$ cat src/core/fes_pkg.sv
package fes_pkg;
	// stream widths
	localparam int DATA_W = 1;
	localparam int PARAM_W = 16;
	localparam int FIFO_DEPTH = 8;
	localparam int CNT_W = 16;

	// parameter word layout
	localparam int FI_HI = 15;
	localparam int FI_LO = 8;
	localparam int PI_BIT = 7;
	localparam int MT_HI = 6;
	localparam int MT_LO = 5;
	localparam int FS_BIT = 4;
	localparam int CR_HI = 3;
	localparam int CR_LO = 0;

	// coded frame lengths in bits
	localparam logic [CNT_W-1:0] N_NORMAL = 16'hFD20;
	localparam logic [CNT_W-1:0] N_SHORT = 16'h3F48;

	// uncoded frame lengths, index is the code rate field (0 = 1/4 .. 10 = 9/10)
	localparam logic [10:0][CNT_W-1:0] K_NORMAL = {
		16'hE350, 16'hE080, 16'hD250, 16'hC9C0, 16'hBD18, 16'hA820,
		16'h9720, 16'h7DD0, 16'h6480, 16'h53A0, 16'h3E88};
	localparam logic [10:0][CNT_W-1:0] K_SHORT = {
		16'h0C00, 16'h3798, 16'h3360, 16'h3090, 16'h2DC0, 16'h2988,
		16'h2550, 16'h1B78, 16'h18A8, 16'h1470, 16'h0C00};
	localparam logic [3:0] CR_MAX = 4'hA;

	// outer parity register
	localparam int OUTER_W = 16;
	localparam logic [OUTER_W-1:0] OUTER_POLY = 16'h1021;
	localparam logic [OUTER_W-1:0] OUTER_SEED = 16'h0000;

	// interleaver group sizes per modulation
	localparam logic [2:0] COLS_QPSK = 3'h1;
	localparam logic [2:0] COLS_8PSK = 3'h3;
	localparam logic [2:0] COLS_16APSK = 3'h4;
	localparam logic [2:0] COLS_32APSK = 3'h5;
	localparam int ILV_MAX = 5;

	typedef enum logic [1:0] {
		MOD_QPSK = 2'b00,
		MOD_8PSK = 2'b01,
		MOD_16APSK = 2'b10,
		MOD_32APSK = 2'b11
	} fes_mod_t;

	typedef enum logic [1:0] {
		ENC_IDLE = 2'b00,
		ENC_DATA = 2'b01,
		ENC_PARITY = 2'b10
	} fes_enc_state_t;

	typedef struct packed {
		logic first;
		logic [PARAM_W-1:0] param;
		logic [DATA_W-1:0] data;
	} fes_item_t;

	localparam int ITEM_W = 1 + PARAM_W + DATA_W;
endpackage

$ cat src/core/fes_encoder.sv
// What this block does
// - everything clocked by one clock, no second domain
// - all control inputs and outputs are active high
// - input buffer, outer coding, inner coding, interleaver, output buffer in order
// - coded frame is 64800 bits normal, 16200 bits short
// - uncoded bits per frame set by code rate and frame size table
// - interleaver pattern for QPSK, 8PSK, 16APSK and 32APSK
// - rate, size and modulation may change on every frame
// - data input width fixed at build time
// - parameter input is 16 bits wide
// - parameter input sampled only at frame start, held for the frame
// - frame start ready high whenever a frame start can be taken
// - frame starts when valid and frame start high while ready
// - frame start ready only high together with input ready
// - data ignored on cycles with input valid low
// - after start, one item accepted per cycle with valid and ready
// - coded output width fixed at build time
// - 16-bit parameter output follows the frame being output
// - output valid high whenever coded output holds an item
// - output does not advance past a shown item while clear to send is low
// - output frame start high while first item of frame is shown
// - outputs hold previous values while clear to send is low and output valid is high
// - clock enable low ignores all inputs except reset, including clear, state kept
// - clear discards work; next cycle both ready outputs high
// - parameter fields: id 15:8, pilot 7, mod 6:5, size 4, rate 3:0

module fes_fifo #(
	parameter int WIDTH = 18,
	parameter int DEPTH = 8
) (
	input wire logic sys_clk_i,
	input wire logic ce_i,
	input wire logic clr_i,
	input wire logic in_valid_i,
	input wire logic [WIDTH-1:0] in_data_i,
	output logic in_ready_o,
	output logic next_in_ready_o,
	output logic out_valid_o,
	output logic [WIDTH-1:0] out_data_o,
	input wire logic out_ready_i
);
	localparam int AW = $clog2(DEPTH);
	logic [WIDTH-1:0] mem [DEPTH];
	logic [AW-1:0] wr_ptr;
	logic [AW-1:0] rd_ptr;
	logic [AW:0] count;
	logic [AW:0] next_count;
	wire push = in_valid_i & in_ready_o;
	wire pop = out_valid_o & out_ready_i;

	assign next_count = count + (AW+1)'(push) - (AW+1)'(pop);
	assign next_in_ready_o = next_count != (AW+1)'(DEPTH);
	assign out_valid_o = count != '0;
	assign out_data_o = mem[rd_ptr];

	always_ff @(posedge sys_clk_i)
	begin
		if (clr_i)
		begin
			wr_ptr <= '0;
			rd_ptr <= '0;
			count <= '0;
			in_ready_o <= 1'b1;
		end
		else if (ce_i)
		begin
			if (push)
			begin
				mem[wr_ptr] <= in_data_i;
				wr_ptr <= (wr_ptr == AW'(DEPTH - 1)) ? '0 : wr_ptr + 1'b1;
			end
			if (pop)
				rd_ptr <= (rd_ptr == AW'(DEPTH - 1)) ? '0 : rd_ptr + 1'b1;
			count <= next_count;
			in_ready_o <= next_in_ready_o;
		end
	end
endmodule // fes_fifo

module fes_encoder #(
	parameter int DEPTH = fes_pkg::FIFO_DEPTH,
	parameter logic [fes_pkg::OUTER_W-1:0] POLY = fes_pkg::OUTER_POLY
) (
	input wire logic sys_clk_i,
	input wire logic rst_i,
	input wire logic ce_i,
	input wire logic sclr_i,
	input wire logic [fes_pkg::DATA_W-1:0] din_i,
	input wire logic [fes_pkg::PARAM_W-1:0] param_i,
	input wire logic input_valid_i,
	input wire logic frame_start_in_i,
	output logic input_ready_o,
	output logic frame_start_ready_o,
	output logic [fes_pkg::DATA_W-1:0] dout_o,
	output logic [fes_pkg::PARAM_W-1:0] param_o,
	output logic output_valid_o,
	output logic frame_start_out_o,
	input wire logic cts_i
);
	import fes_pkg::*;

	function automatic logic [CNT_W-1:0] uncoded_len(input logic [PARAM_W-1:0] p);
		logic [3:0] cr;
		cr = (p[CR_HI:CR_LO] > CR_MAX) ? 4'h0 : p[CR_HI:CR_LO];
		return p[FS_BIT] ? K_SHORT[cr] : K_NORMAL[cr];
	endfunction

	function automatic logic [CNT_W-1:0] coded_len(input logic [PARAM_W-1:0] p);
		return p[FS_BIT] ? N_SHORT : N_NORMAL;
	endfunction

	function automatic logic [2:0] group_cols(input logic [PARAM_W-1:0] p);
		fes_mod_t m;
		m = fes_mod_t'(p[MT_HI:MT_LO]);
		unique case (m)
			MOD_QPSK: return COLS_QPSK;
			MOD_8PSK: return COLS_8PSK;
			MOD_16APSK: return COLS_16APSK;
			MOD_32APSK: return COLS_32APSK;
		endcase
	endfunction

	// own reset always wins; the optional clear only counts while enabled
	wire clr = rst_i | (ce_i & sclr_i);
	wire run = ce_i & ~clr;

	// input side
	fes_item_t in_item;
	fes_item_t enc_item;
	logic in_active;
	logic [CNT_W-1:0] in_count;
	logic [CNT_W-1:0] in_target;
	logic [PARAM_W-1:0] in_param;
	logic in_fifo_next_ready;
	logic enc_pop;
	logic enc_in_valid;

	wire start_hit = input_valid_i & frame_start_in_i & frame_start_ready_o;
	wire take_in = input_valid_i & input_ready_o & (in_active | start_hit);
	wire [CNT_W-1:0] in_count_inc = in_count + CNT_W'(DATA_W);
	wire in_last = in_active ? (in_count_inc == in_target)
		: (CNT_W'(DATA_W) == uncoded_len(param_i));
	wire next_in_active = take_in ? ~in_last : in_active;

	assign in_item.first = ~in_active;
	assign in_item.param = in_active ? in_param : param_i;
	assign in_item.data = din_i;

	fes_fifo #(
		.WIDTH(ITEM_W),
		.DEPTH(DEPTH)
	) u_in_fifo (
		.sys_clk_i(sys_clk_i),
		.ce_i(ce_i),
		.clr_i(clr),
		.in_valid_i(take_in),
		.in_data_i(in_item),
		.in_ready_o(input_ready_o),
		.next_in_ready_o(in_fifo_next_ready),
		.out_valid_o(enc_in_valid),
		.out_data_o(enc_item),
		.out_ready_i(enc_pop)
	);

	always_ff @(posedge sys_clk_i)
	begin
		if (clr)
		begin
			in_active <= 1'b0;
			in_count <= '0;
			in_target <= '0;
			in_param <= '0;
			frame_start_ready_o <= 1'b1;
		end
		else if (ce_i)
		begin
			if (take_in && !in_active)
			begin
				in_param <= param_i;
				in_target <= uncoded_len(param_i);
				in_count <= CNT_W'(DATA_W);
			end
			else if (take_in)
				in_count <= in_count_inc;
			in_active <= next_in_active;
			frame_start_ready_o <= ~next_in_active & in_fifo_next_ready;
		end
	end

	// outer and inner coding
	fes_enc_state_t enc_state;
	logic [CNT_W-1:0] enc_count;
	logic [CNT_W-1:0] enc_k;
	logic [CNT_W-1:0] enc_n;
	logic [OUTER_W-1:0] outer_reg;
	logic inner_acc;
	logic ilv_ready;

	wire enc_sys = enc_state != ENC_PARITY;
	wire enc_out_valid = enc_sys ? enc_in_valid : 1'b1;
	wire enc_fire = enc_out_valid & ilv_ready;
	assign enc_pop = enc_sys & enc_fire;
	wire enc_first = (enc_state == ENC_IDLE) & enc_item.first;
	wire [OUTER_W-1:0] outer_in = (enc_state == ENC_IDLE) ? OUTER_SEED : outer_reg;
	wire [OUTER_W-1:0] outer_next = {outer_in[OUTER_W-2:0], 1'b0}
		^ ((outer_in[OUTER_W-1] ^ enc_item.data[0]) ? POLY : '0);
	wire parity_bit = outer_reg[OUTER_W-1] ^ inner_acc;
	wire enc_bit = enc_sys ? enc_item.data[0] : parity_bit;
	wire [CNT_W-1:0] enc_count_inc = (enc_state == ENC_IDLE) ? CNT_W'(1) : enc_count + 1'b1;
	wire [CNT_W-1:0] enc_k_cur = (enc_state == ENC_IDLE) ? uncoded_len(enc_item.param) : enc_k;

	always_ff @(posedge sys_clk_i)
	begin
		if (clr)
		begin
			enc_state <= ENC_IDLE;
			enc_count <= '0;
			enc_k <= '0;
			enc_n <= '0;
			outer_reg <= OUTER_SEED;
			inner_acc <= 1'b0;
		end
		else if (run && enc_fire)
		begin
			enc_count <= enc_count_inc;
			unique case (enc_state)
				ENC_IDLE:
				begin
					enc_k <= uncoded_len(enc_item.param);
					enc_n <= coded_len(enc_item.param);
					outer_reg <= outer_next;
					inner_acc <= enc_item.data[0];
					enc_state <= (enc_count_inc == enc_k_cur) ? ENC_PARITY : ENC_DATA;
				end
				ENC_DATA:
				begin
					outer_reg <= outer_next;
					inner_acc <= inner_acc ^ enc_item.data[0];
					if (enc_count_inc == enc_k_cur)
						enc_state <= ENC_PARITY;
				end
				ENC_PARITY:
				begin
					outer_reg <= {outer_reg[OUTER_W-2:0], 1'b0};
					inner_acc <= inner_acc ^ parity_bit;
					if (enc_count_inc == enc_n)
						enc_state <= ENC_IDLE;
				end
				default:
					enc_state <= ENC_IDLE;
			endcase
		end
	end

	// bit interleaver: groups of cols bits leave in reverse order
	logic [ILV_MAX-1:0] ilv_buf;
	logic [2:0] ilv_cnt;
	logic [2:0] ilv_idx;
	logic [2:0] ilv_cols;
	logic ilv_emit;
	logic ilv_first;
	logic [PARAM_W-1:0] ilv_param;
	logic out_fifo_ready;
	fes_item_t ilv_item;
	fes_item_t out_item;
	logic out_fifo_valid;

	assign ilv_ready = ~ilv_emit;
	wire [2:0] ilv_cols_cur = enc_first ? group_cols(enc_item.param) : ilv_cols;
	wire ilv_push = ilv_emit & out_fifo_ready;
	wire ilv_group_full = (ilv_cnt + 3'h1) == ilv_cols_cur;

	assign ilv_item.first = ilv_first & (ilv_idx == ilv_cols - 3'h1);
	assign ilv_item.param = ilv_param;
	assign ilv_item.data = DATA_W'(ilv_buf[ilv_idx]);

	always_ff @(posedge sys_clk_i)
	begin
		if (clr)
		begin
			ilv_buf <= '0;
			ilv_cnt <= '0;
			ilv_idx <= '0;
			ilv_cols <= COLS_QPSK;
			ilv_emit <= 1'b0;
			ilv_first <= 1'b0;
			ilv_param <= '0;
		end
		else if (run)
		begin
			if (enc_fire)
			begin
				ilv_buf[ilv_cnt] <= enc_bit;
				if (ilv_cnt == 3'h0)
					ilv_first <= enc_first;
				if (enc_first)
				begin
					ilv_cols <= ilv_cols_cur;
					ilv_param <= enc_item.param;
				end
				if (ilv_group_full)
				begin
					ilv_emit <= 1'b1;
					ilv_idx <= ilv_cnt;
					ilv_cnt <= '0;
				end
				else
					ilv_cnt <= ilv_cnt + 3'h1;
			end
			else if (ilv_push)
			begin
				if (ilv_idx == 3'h0)
					ilv_emit <= 1'b0;
				else
					ilv_idx <= ilv_idx - 3'h1;
			end
		end
	end

	// output buffer and output register
	wire out_load = out_fifo_valid & (~output_valid_o | cts_i);

	fes_fifo #(
		.WIDTH(ITEM_W),
		.DEPTH(DEPTH)
	) u_out_fifo (
		.sys_clk_i(sys_clk_i),
		.ce_i(ce_i),
		.clr_i(clr),
		.in_valid_i(ilv_push),
		.in_data_i(ilv_item),
		.in_ready_o(out_fifo_ready),
		.next_in_ready_o(),
		.out_valid_o(out_fifo_valid),
		.out_data_o(out_item),
		.out_ready_i(out_load)
	);

	always_ff @(posedge sys_clk_i)
	begin
		if (clr)
		begin
			output_valid_o <= 1'b0;
			frame_start_out_o <= 1'b0;
			dout_o <= '0;
			param_o <= '0;
		end
		else if (ce_i)
		begin
			if (out_load)
			begin
				output_valid_o <= 1'b1;
				frame_start_out_o <= out_item.first;
				dout_o <= out_item.data;
				if (out_item.first)
					param_o <= out_item.param;
			end
			else if (cts_i)
			begin
				output_valid_o <= 1'b0;
				frame_start_out_o <= 1'b0;
			end
			// cts low with a held item: everything keeps its value
		end
	end
endmodule // fes_encoder

$ cat config.mk
export PLATFORM = sky130hd
export DESIGN_NAME = fes_encoder
export DESIGN_NICKNAME = d
export VERILOG_FILES = /design/src/core/fes_pkg.sv /design/src/core/fes_encoder.sv
export SDC_FILE = /design/constraint.sdc
export NUM_CORES = 1
export LEC_CHECK = 0
export BUFFER_PORTS_ARGS = -buffer_cell sky130_fd_sc_hd__buf_2
export CORE_MARGIN = 2
export CORE_UTILIZATION = 60
export DETAILED_ROUTE_END_ITERATION = 12
export GPL_TIMING_DRIVEN = 0
export PLACE_DENSITY_LB_ADDON = 0.2
export SYNTH_ARGS = -nofsm -noshare
export SYNTH_HDL_FRONTEND = slang
export SYNTH_SLANG_ARGS = --single-unit
export TNS_END_PERCENT = 50
$ cat constraint.sdc
create_clock -name sys_clk_i -period 5.3 [get_ports sys_clk_i]
set_input_delay 0.265 -clock sys_clk_i [delete_from_list [all_inputs] [get_ports sys_clk_i]]
set_output_delay 0.265 -clock sys_clk_i [all_outputs]
set_load 0.01 [all_outputs]
* Word level (Yosys, flattened, before mapping)
Memory sizes are Yosys's and may differ from the RTL's. A register that Yosys moved wholly into a read port is not among the register bits.
Cells that the tools add are included.
** Word-level totals
- Register bits after elaboration :: 190
- Memory bits (writable) :: 288
- Bits in read-only memories :: 1024
- Input bits :: 24
- Output and inout port bits :: 21
- Word-level logic and storage cells :: 205
- Memories kept :: 6
** Memories
- (no name shown) :: depth 16, width 16, read ports 1, clocked after Yosys merged registers in 0, write ports 0, RTL line fes_encoder.sv:105 : return p[FS_BIT] ? K_SHORT[cr] : K_NORMAL[cr];
- (no name shown) :: depth 16, width 16, read ports 1, clocked after Yosys merged registers in 0, write ports 0, RTL line fes_encoder.sv:105
- (no name shown) :: depth 16, width 16, read ports 1, clocked after Yosys merged registers in 0, write ports 0, RTL line fes_encoder.sv:105
- (no name shown) :: depth 16, width 16, read ports 1, clocked after Yosys merged registers in 0, write ports 0, RTL line fes_encoder.sv:105
- u_in_fifo.mem :: depth 8, width 18, read ports 1, clocked after Yosys merged registers in 1, write ports 1, RTL line fes_encoder.sv:43 : logic [WIDTH-1:0] mem [DEPTH];
- u_out_fifo.mem :: depth 8, width 18, read ports 1, clocked after Yosys merged registers in 1, write ports 1, RTL line fes_encoder.sv:43
** Cells by class
- $add $sub $neg :: 13
- Magnitude comparators :: 7
- Eq/ne operators :: 22
- Muxes and demuxes :: 61
- Bitwise operators :: 31
- Reductions and logical operators :: 35
** Operators by type and width (count)
- 2-to-1 mux 16 bit :: 13
- equality test 16 bit :: 3
- 2-to-1 mux 3 bit :: 14
- adder 16 x 1 -> 16 bit, second input constant :: 2
- case mux 16 bit (2 select lines) :: 1
- AND reduction 2 bit :: 12
- 2-to-1 mux 1 bit :: 21
- AND 1 bit :: 17
- equality test 1 x 16 -> 1 bit, first input constant :: 1
- XOR 16 x 13 -> 16 bit :: 1
- adder 3 x 1 -> 3 bit, second input constant :: 5
- 2-to-1 mux 13 bit :: 1
- equality test 3 bit, second input constant :: 4
- case mux 3 bit (4 select lines) :: 1
- AND reduction 3 bit :: 4
- < comparator 4 x 5 -> 1 bit, second input constant :: 2
- nonzero test 2 bit :: 5
- adder 4 x 1 -> 4 bit :: 2
- > comparator 4 bit, second input constant :: 2
- < comparator 3 x 4 -> 1 bit, second input constant :: 2
- 2-to-1 mux 4 bit :: 2
- inequality test 2 bit, second input constant :: 4
- inequality test 4 bit, second input constant :: 2
- AND reduction 4 bit :: 2
- 23 further kinds :: 46

* Depth between registers and ports, before layout
- Depth after elaboration :: 11
- Gate-level depth with buffers :: 16
- Gate-level depth less buffers :: 14

* Cells and area by module
From an unflattened synthesis, not the netlist that was laid out.
** Unflattened totals
- Cell total of the unflattened synthesis :: 1775
- Area total of the unflattened synthesis :: 21523.1 um2
** Modules (own cells, without submodules)
- fes_encoder :: instances 1, cells each 1190, area an instance 8951.1 um2, seq. area each 3042.9 um2
- fes_fifo at u_out_fifo :: instances 1, cells each 293, area an instance 6288.5 um2, seq. area each 4604.4 um2
- fes_fifo at u_in_fifo :: instances 1, cells each 292, area an instance 6283.5 um2, seq. area each 4604.4 um2

* Worst setup path after synthesis
No wires, ideal clock.
- Kind :: reg2reg
- Start point :: register (tool-made name)
- End point :: register enc_state[0]
- Library setup time :: 0.070 ns
- Arrival time :: 3.678 ns
- Data required time :: 5.230 ns
- Setup slack :: 1.552 ns
- Stages on the path, launching flop included :: 15
- Path buffers :: 2
- Period minus slack after synthesis :: 3.748 ns
- Cell sequence :: dfxtp_1 -> buf_6 -> mux4_2 -> mux2_4 -> clkbuf_1 -> a21oi_1 -> inv_1 -> ha_1 -> o31a_1 -> a2111oi_4 -> nor3_2 -> a41oi_2 -> a2111oi_2 -> a311o_1 -> a21oi_1
** RTL lines
- end signal, assigned :: RTL line fes_encoder.sv:233 : enc_state <= (enc_count_inc == enc_k_cur) ? ENC_PARITY : ENC_DATA;
- end, declared :: RTL line fes_encoder.sv:191 : fes_enc_state_t enc_state;

==> flow_metrics.py <==
metrics = {
    "die": {
        "io_pins": 45,
        "dieWidth_um": 190.4,
        "core_area_um2": 34370,
        "dieArea_um2": 36240,
        "start_util_pct": 60.63,
        "fp.dieH_um": 190.4,
        "rows": 68,
    },
    "sta": {
        "finalSetupTns_ns": 0,
        "fin_skew_ns": 0.01731,
        "finalHoldViolCount": 0,
        "finalSetupViolCount": 0,
        "period_minus_slack_ns": 4.721,
        "fmax_ghz": 0.2118,
        "relSlewSlack_pct": 16.24,
        "rsz0062_at_grt": "no",
        "fin_crit_sh_pct": 89.08,
        "slew_viol_final": 0,
        "worstMarginPinSlew_ns": 1.256,
    },
    "layout": {
        "top_regs": "u_in_fifo.mem: 144 flops, u_out_fifo.mem: 144 flops",
        "layout-drive-gt1-share_pct": 15.20,
        "nNetsFinal": 1881,
        "seqCellArea_um2": 12250,
        "fin_util_pct": 68.91,
        "post-route-cell-area_um2": 23690,
        "synthToLayoutAreaGrowth_pct": 13.67,
        "multi_input_area_um2": 8031,
        "diodes": 0,
        "nFillCells": 2418,
    },
    "synthesis": {
        "synth_common_cells": "edfxtp_1, dfxtp_1, nor2_1",
        "synth_nets": 1758,
        "synthFlopType": "edfxtp_1",
        "synthMuxAreaShare_pct": 12.27,
        "synthArstFlopShare_pct": 0,
        "synth_fa_ha_area_share_pct": 2.834,
        "synth-seq-cells": 468,
        "yosys.cell_count.top_type": "edfxtp_1",
        "yosysTopAreaCell": "edfxtp_1",
        "synth-compound-area-share_pct": 9.907,
        "synth_area_per_cell_um2": 12.35,
        "synth.cell_area_um2": 20840,
        "yosys_warnings": 0,
        "synth_area_leaders": "edfxtp_1, dfxtp_1, mux4_2, nor2_1, mux2i_1",
        "synth_top_area_share_pct": 41.50,
        "synth-simple-area-share_pct": 10.69,
        "synth_edf_count": 288,
        "synth_top_family_by_area": "multiplexers",
        "synth-xor-area-share_pct": 2.606,
        "syn-instance-count": 1688,
        "ys_seq_area_share_pct": 58.79,
        "ys_types": 80,
    },
    "hold_path": {
        "worstHoldPathType": "in2reg",
        "whs_endpoint": "in_param[3]",
        "holdPathStages": 4,
        "min_from": "param_i[3]",
    },
    "route": {
        "wirelength_um": 49860,
        "drt_iter0_drc": 1464,
        "met3_length_um": 3140,
        "top_layer": "met4",
        "first_pass_iters": 5,
        "wl_met1_um": 20790,
        "vias": 14230,
        "viasPerCell": 6.174,
        "drc": 0,
        "met2WireLength_um": 24630,
        "final_antenna_net_count": 0,
        "wl_per_cell_um": 21.64,
    },
    "worst_setup_path": {
        "regToRegSetupSlack_ns": 0.58,
        "crit_required_ns": 5.71,
        "timing.rr.end": "enc_state[0]",
        "worstRegToRegCells": 15,
        "crit_arrival_ns": 5.13,
        "worst-setup-path-type": "reg2reg",
        "crit_path_start_kind": "flip-flop",
        "cp-end-kind": "flip-flop",
        "critPathMaxFanout": 10,
    },
    "placed_design": {
        "hpwl_um": 33800,
        "place_area_um2": 21930,
        "place_congestion": 0.8964,
        "io_buffers": 44,
    },
    "global_route": {
        "grt_usage_pct": 27.78,
        "grt_max_degree": 16,
        "grt_pass1_wl_um": 77290,
        "antenna_found_initial": 0,
        "grt_overflow": 0,
        "grt_pass1_vias": 13790,
    },
    "status": {
        "status": "finished clean",
    },
    "run": {
        "maxCapViolCount": 0,
    },
    "pwr": {
        "p_leak_nw": 8.040,
        "power_density_nw_per_um2": 372.6,
        "p_switching_mw": 2.322,
        "vdd_drop_max_mv": 0.2761,
        "p_clk_share_pct": 39.4,
        "comb_power_share_pct": 15.1,
        "seq_power_share_pct": 45.5,
        "power.internal_mw": 6.504,
        "p_sw_share_pct": 26.31,
    },
    "clocking": {
        "cts.path.max_buffers": 3,
        "htreeDepth": 2,
        "cts.sinks": 468,
        "clock_latency_ns": 0.57,
        "cts-root-buf": "clkbuf_16",
        "path_clk_slew_ns": 0.06,
        "numCtsBuffers": 46,
        "post_cts_resized": 0,
        "postCtsSetupBuffers": 0,
        "cts_tree": "done",
    },
}
==> worst max-delay path, stage by stage (launching register included) <==
cell	delay, ns
dfxtp_1	0.34
buf_6	0.18
mux4_2	0.53
mux2i_1	0.29
buf_2	0.28
nand2_1	0.13
a21oi_1	0.43
inv_1	0.18
ha_1	0.34
o21ai_0	0.19
a211oi_1	0.09
nor4_1	0.65
nand2_1	0.18
a2111oi_2	0.45
a311o_1	0.22
a21oi_1	0.06
==> power by group through the flow <==
stage	Sequential, mW	Clock (mW)	Combinational, mW
2_1_floorplan	4.08	0	0.954
3_3_place_gp	4.09	0	1.27
3_5_place_dp	4.09	0	1.30
4_1_cts	4.02	3.51	1.32
5_1_grt	4.03	3.66	1.45
6_report	4.02	3.48	1.33
==> area by class of cell <==
cell class | instances | area share [%]
flip-flops and latches | 468 | 51.72
multi-input cells | 1067 | 33.91
clock buffers | 62 | 5.493
repair buffers | 75 | 2.541
well taps | 455 | 2.403
plain buffers | 110 | 1.875
clock inverters | 24 | 1.379
inverters | 43 | 0.6814
==> placed cells by master (no fill, tap or decap), drive strengths merged, types with 6 or more instances in the layout <==
cell         netlist  layout
a22oi              7       7
a31oi              7       7
o211ai             6       6
o21ai             54      54
and3               8       8
mux2              25      25
ha                44      44
xor2              26      26
o221ai             9       9
nand2            131     131
a2111oi            6       6
bufinv             0       6
nand4             13      13
a21o               6       6
nand2b            16      16
nor3              44      44
edfxtp           288     288
xnor2             36      36
mux4              73      73
a21oi            103     103
a211oi            52      52
o31ai             12      12
clkinv             2      13
mux2i             61      61
nor4              15      15
buf               23      85
dfxtp            180     180
nand3             49      49
a221oi             8       8
o21a               8       8
dlygate4sd3        0      13
inv               41      43
clkbuf            87     149
nor2             178     178
==> cells by family after synthesis <==
kind of cell               Yosys count
DFF                                468
buffers and inverters              153
xor gates and xnor gates            62
muxes                              159
and+or+nand+nor                    489
adders and majority gates           46
AOI/OAI and AO/OA                  311
==> timing repair <==
action / in CTS / in global routing
hold buffers: 13 / 0
hold endpoints to repair: 20 / 0
setup endpoints to repair: 0 / 0
==> worst max-delay path by stage <==
stage,startpoint,to,slack (ns),cells after the start
after global routing,flip-flop,enc_state[0],0.27,15
after detailed placement,flip-flop,enc_state[0],0.66,15
final,flip-flop,enc_state[0],0.58,15
after floorplan,flip-flop,enc_state[0],1.55,14
after global placement,flip-flop,enc_state[0],0.77,15
after CTS,flip-flop,enc_state[0],0.64,15
==> routing by layer <==
layer / vias to the layer above / global-route usage [%]
li1: 6574 / -
met1: 7010 / 37.48
met2: 547 / 47.15
met3: 94 / 3.791
met4: 0 / 8.468
met5: - / 0
==> stage by stage <==
step | power, mW | setup slack [ns] | instances | hold WS, ns
after detailed placement | 5.393 | 0.6625 | 2205 | 0.4444
after global routing | 9.134 | 0.2733 | 2304 | 0.2434
after floorplan | 5.034 | 1.552 | 1688 | 0.3639
after CTS | 8.849 | 0.6360 | 2304 | 0.1967
after global placement | 5.355 | 0.7717 | 2187 | 0.4379
final | 8.826 | 0.5789 | 2304 | 0.2208
(Power assumes the default switching activity.)
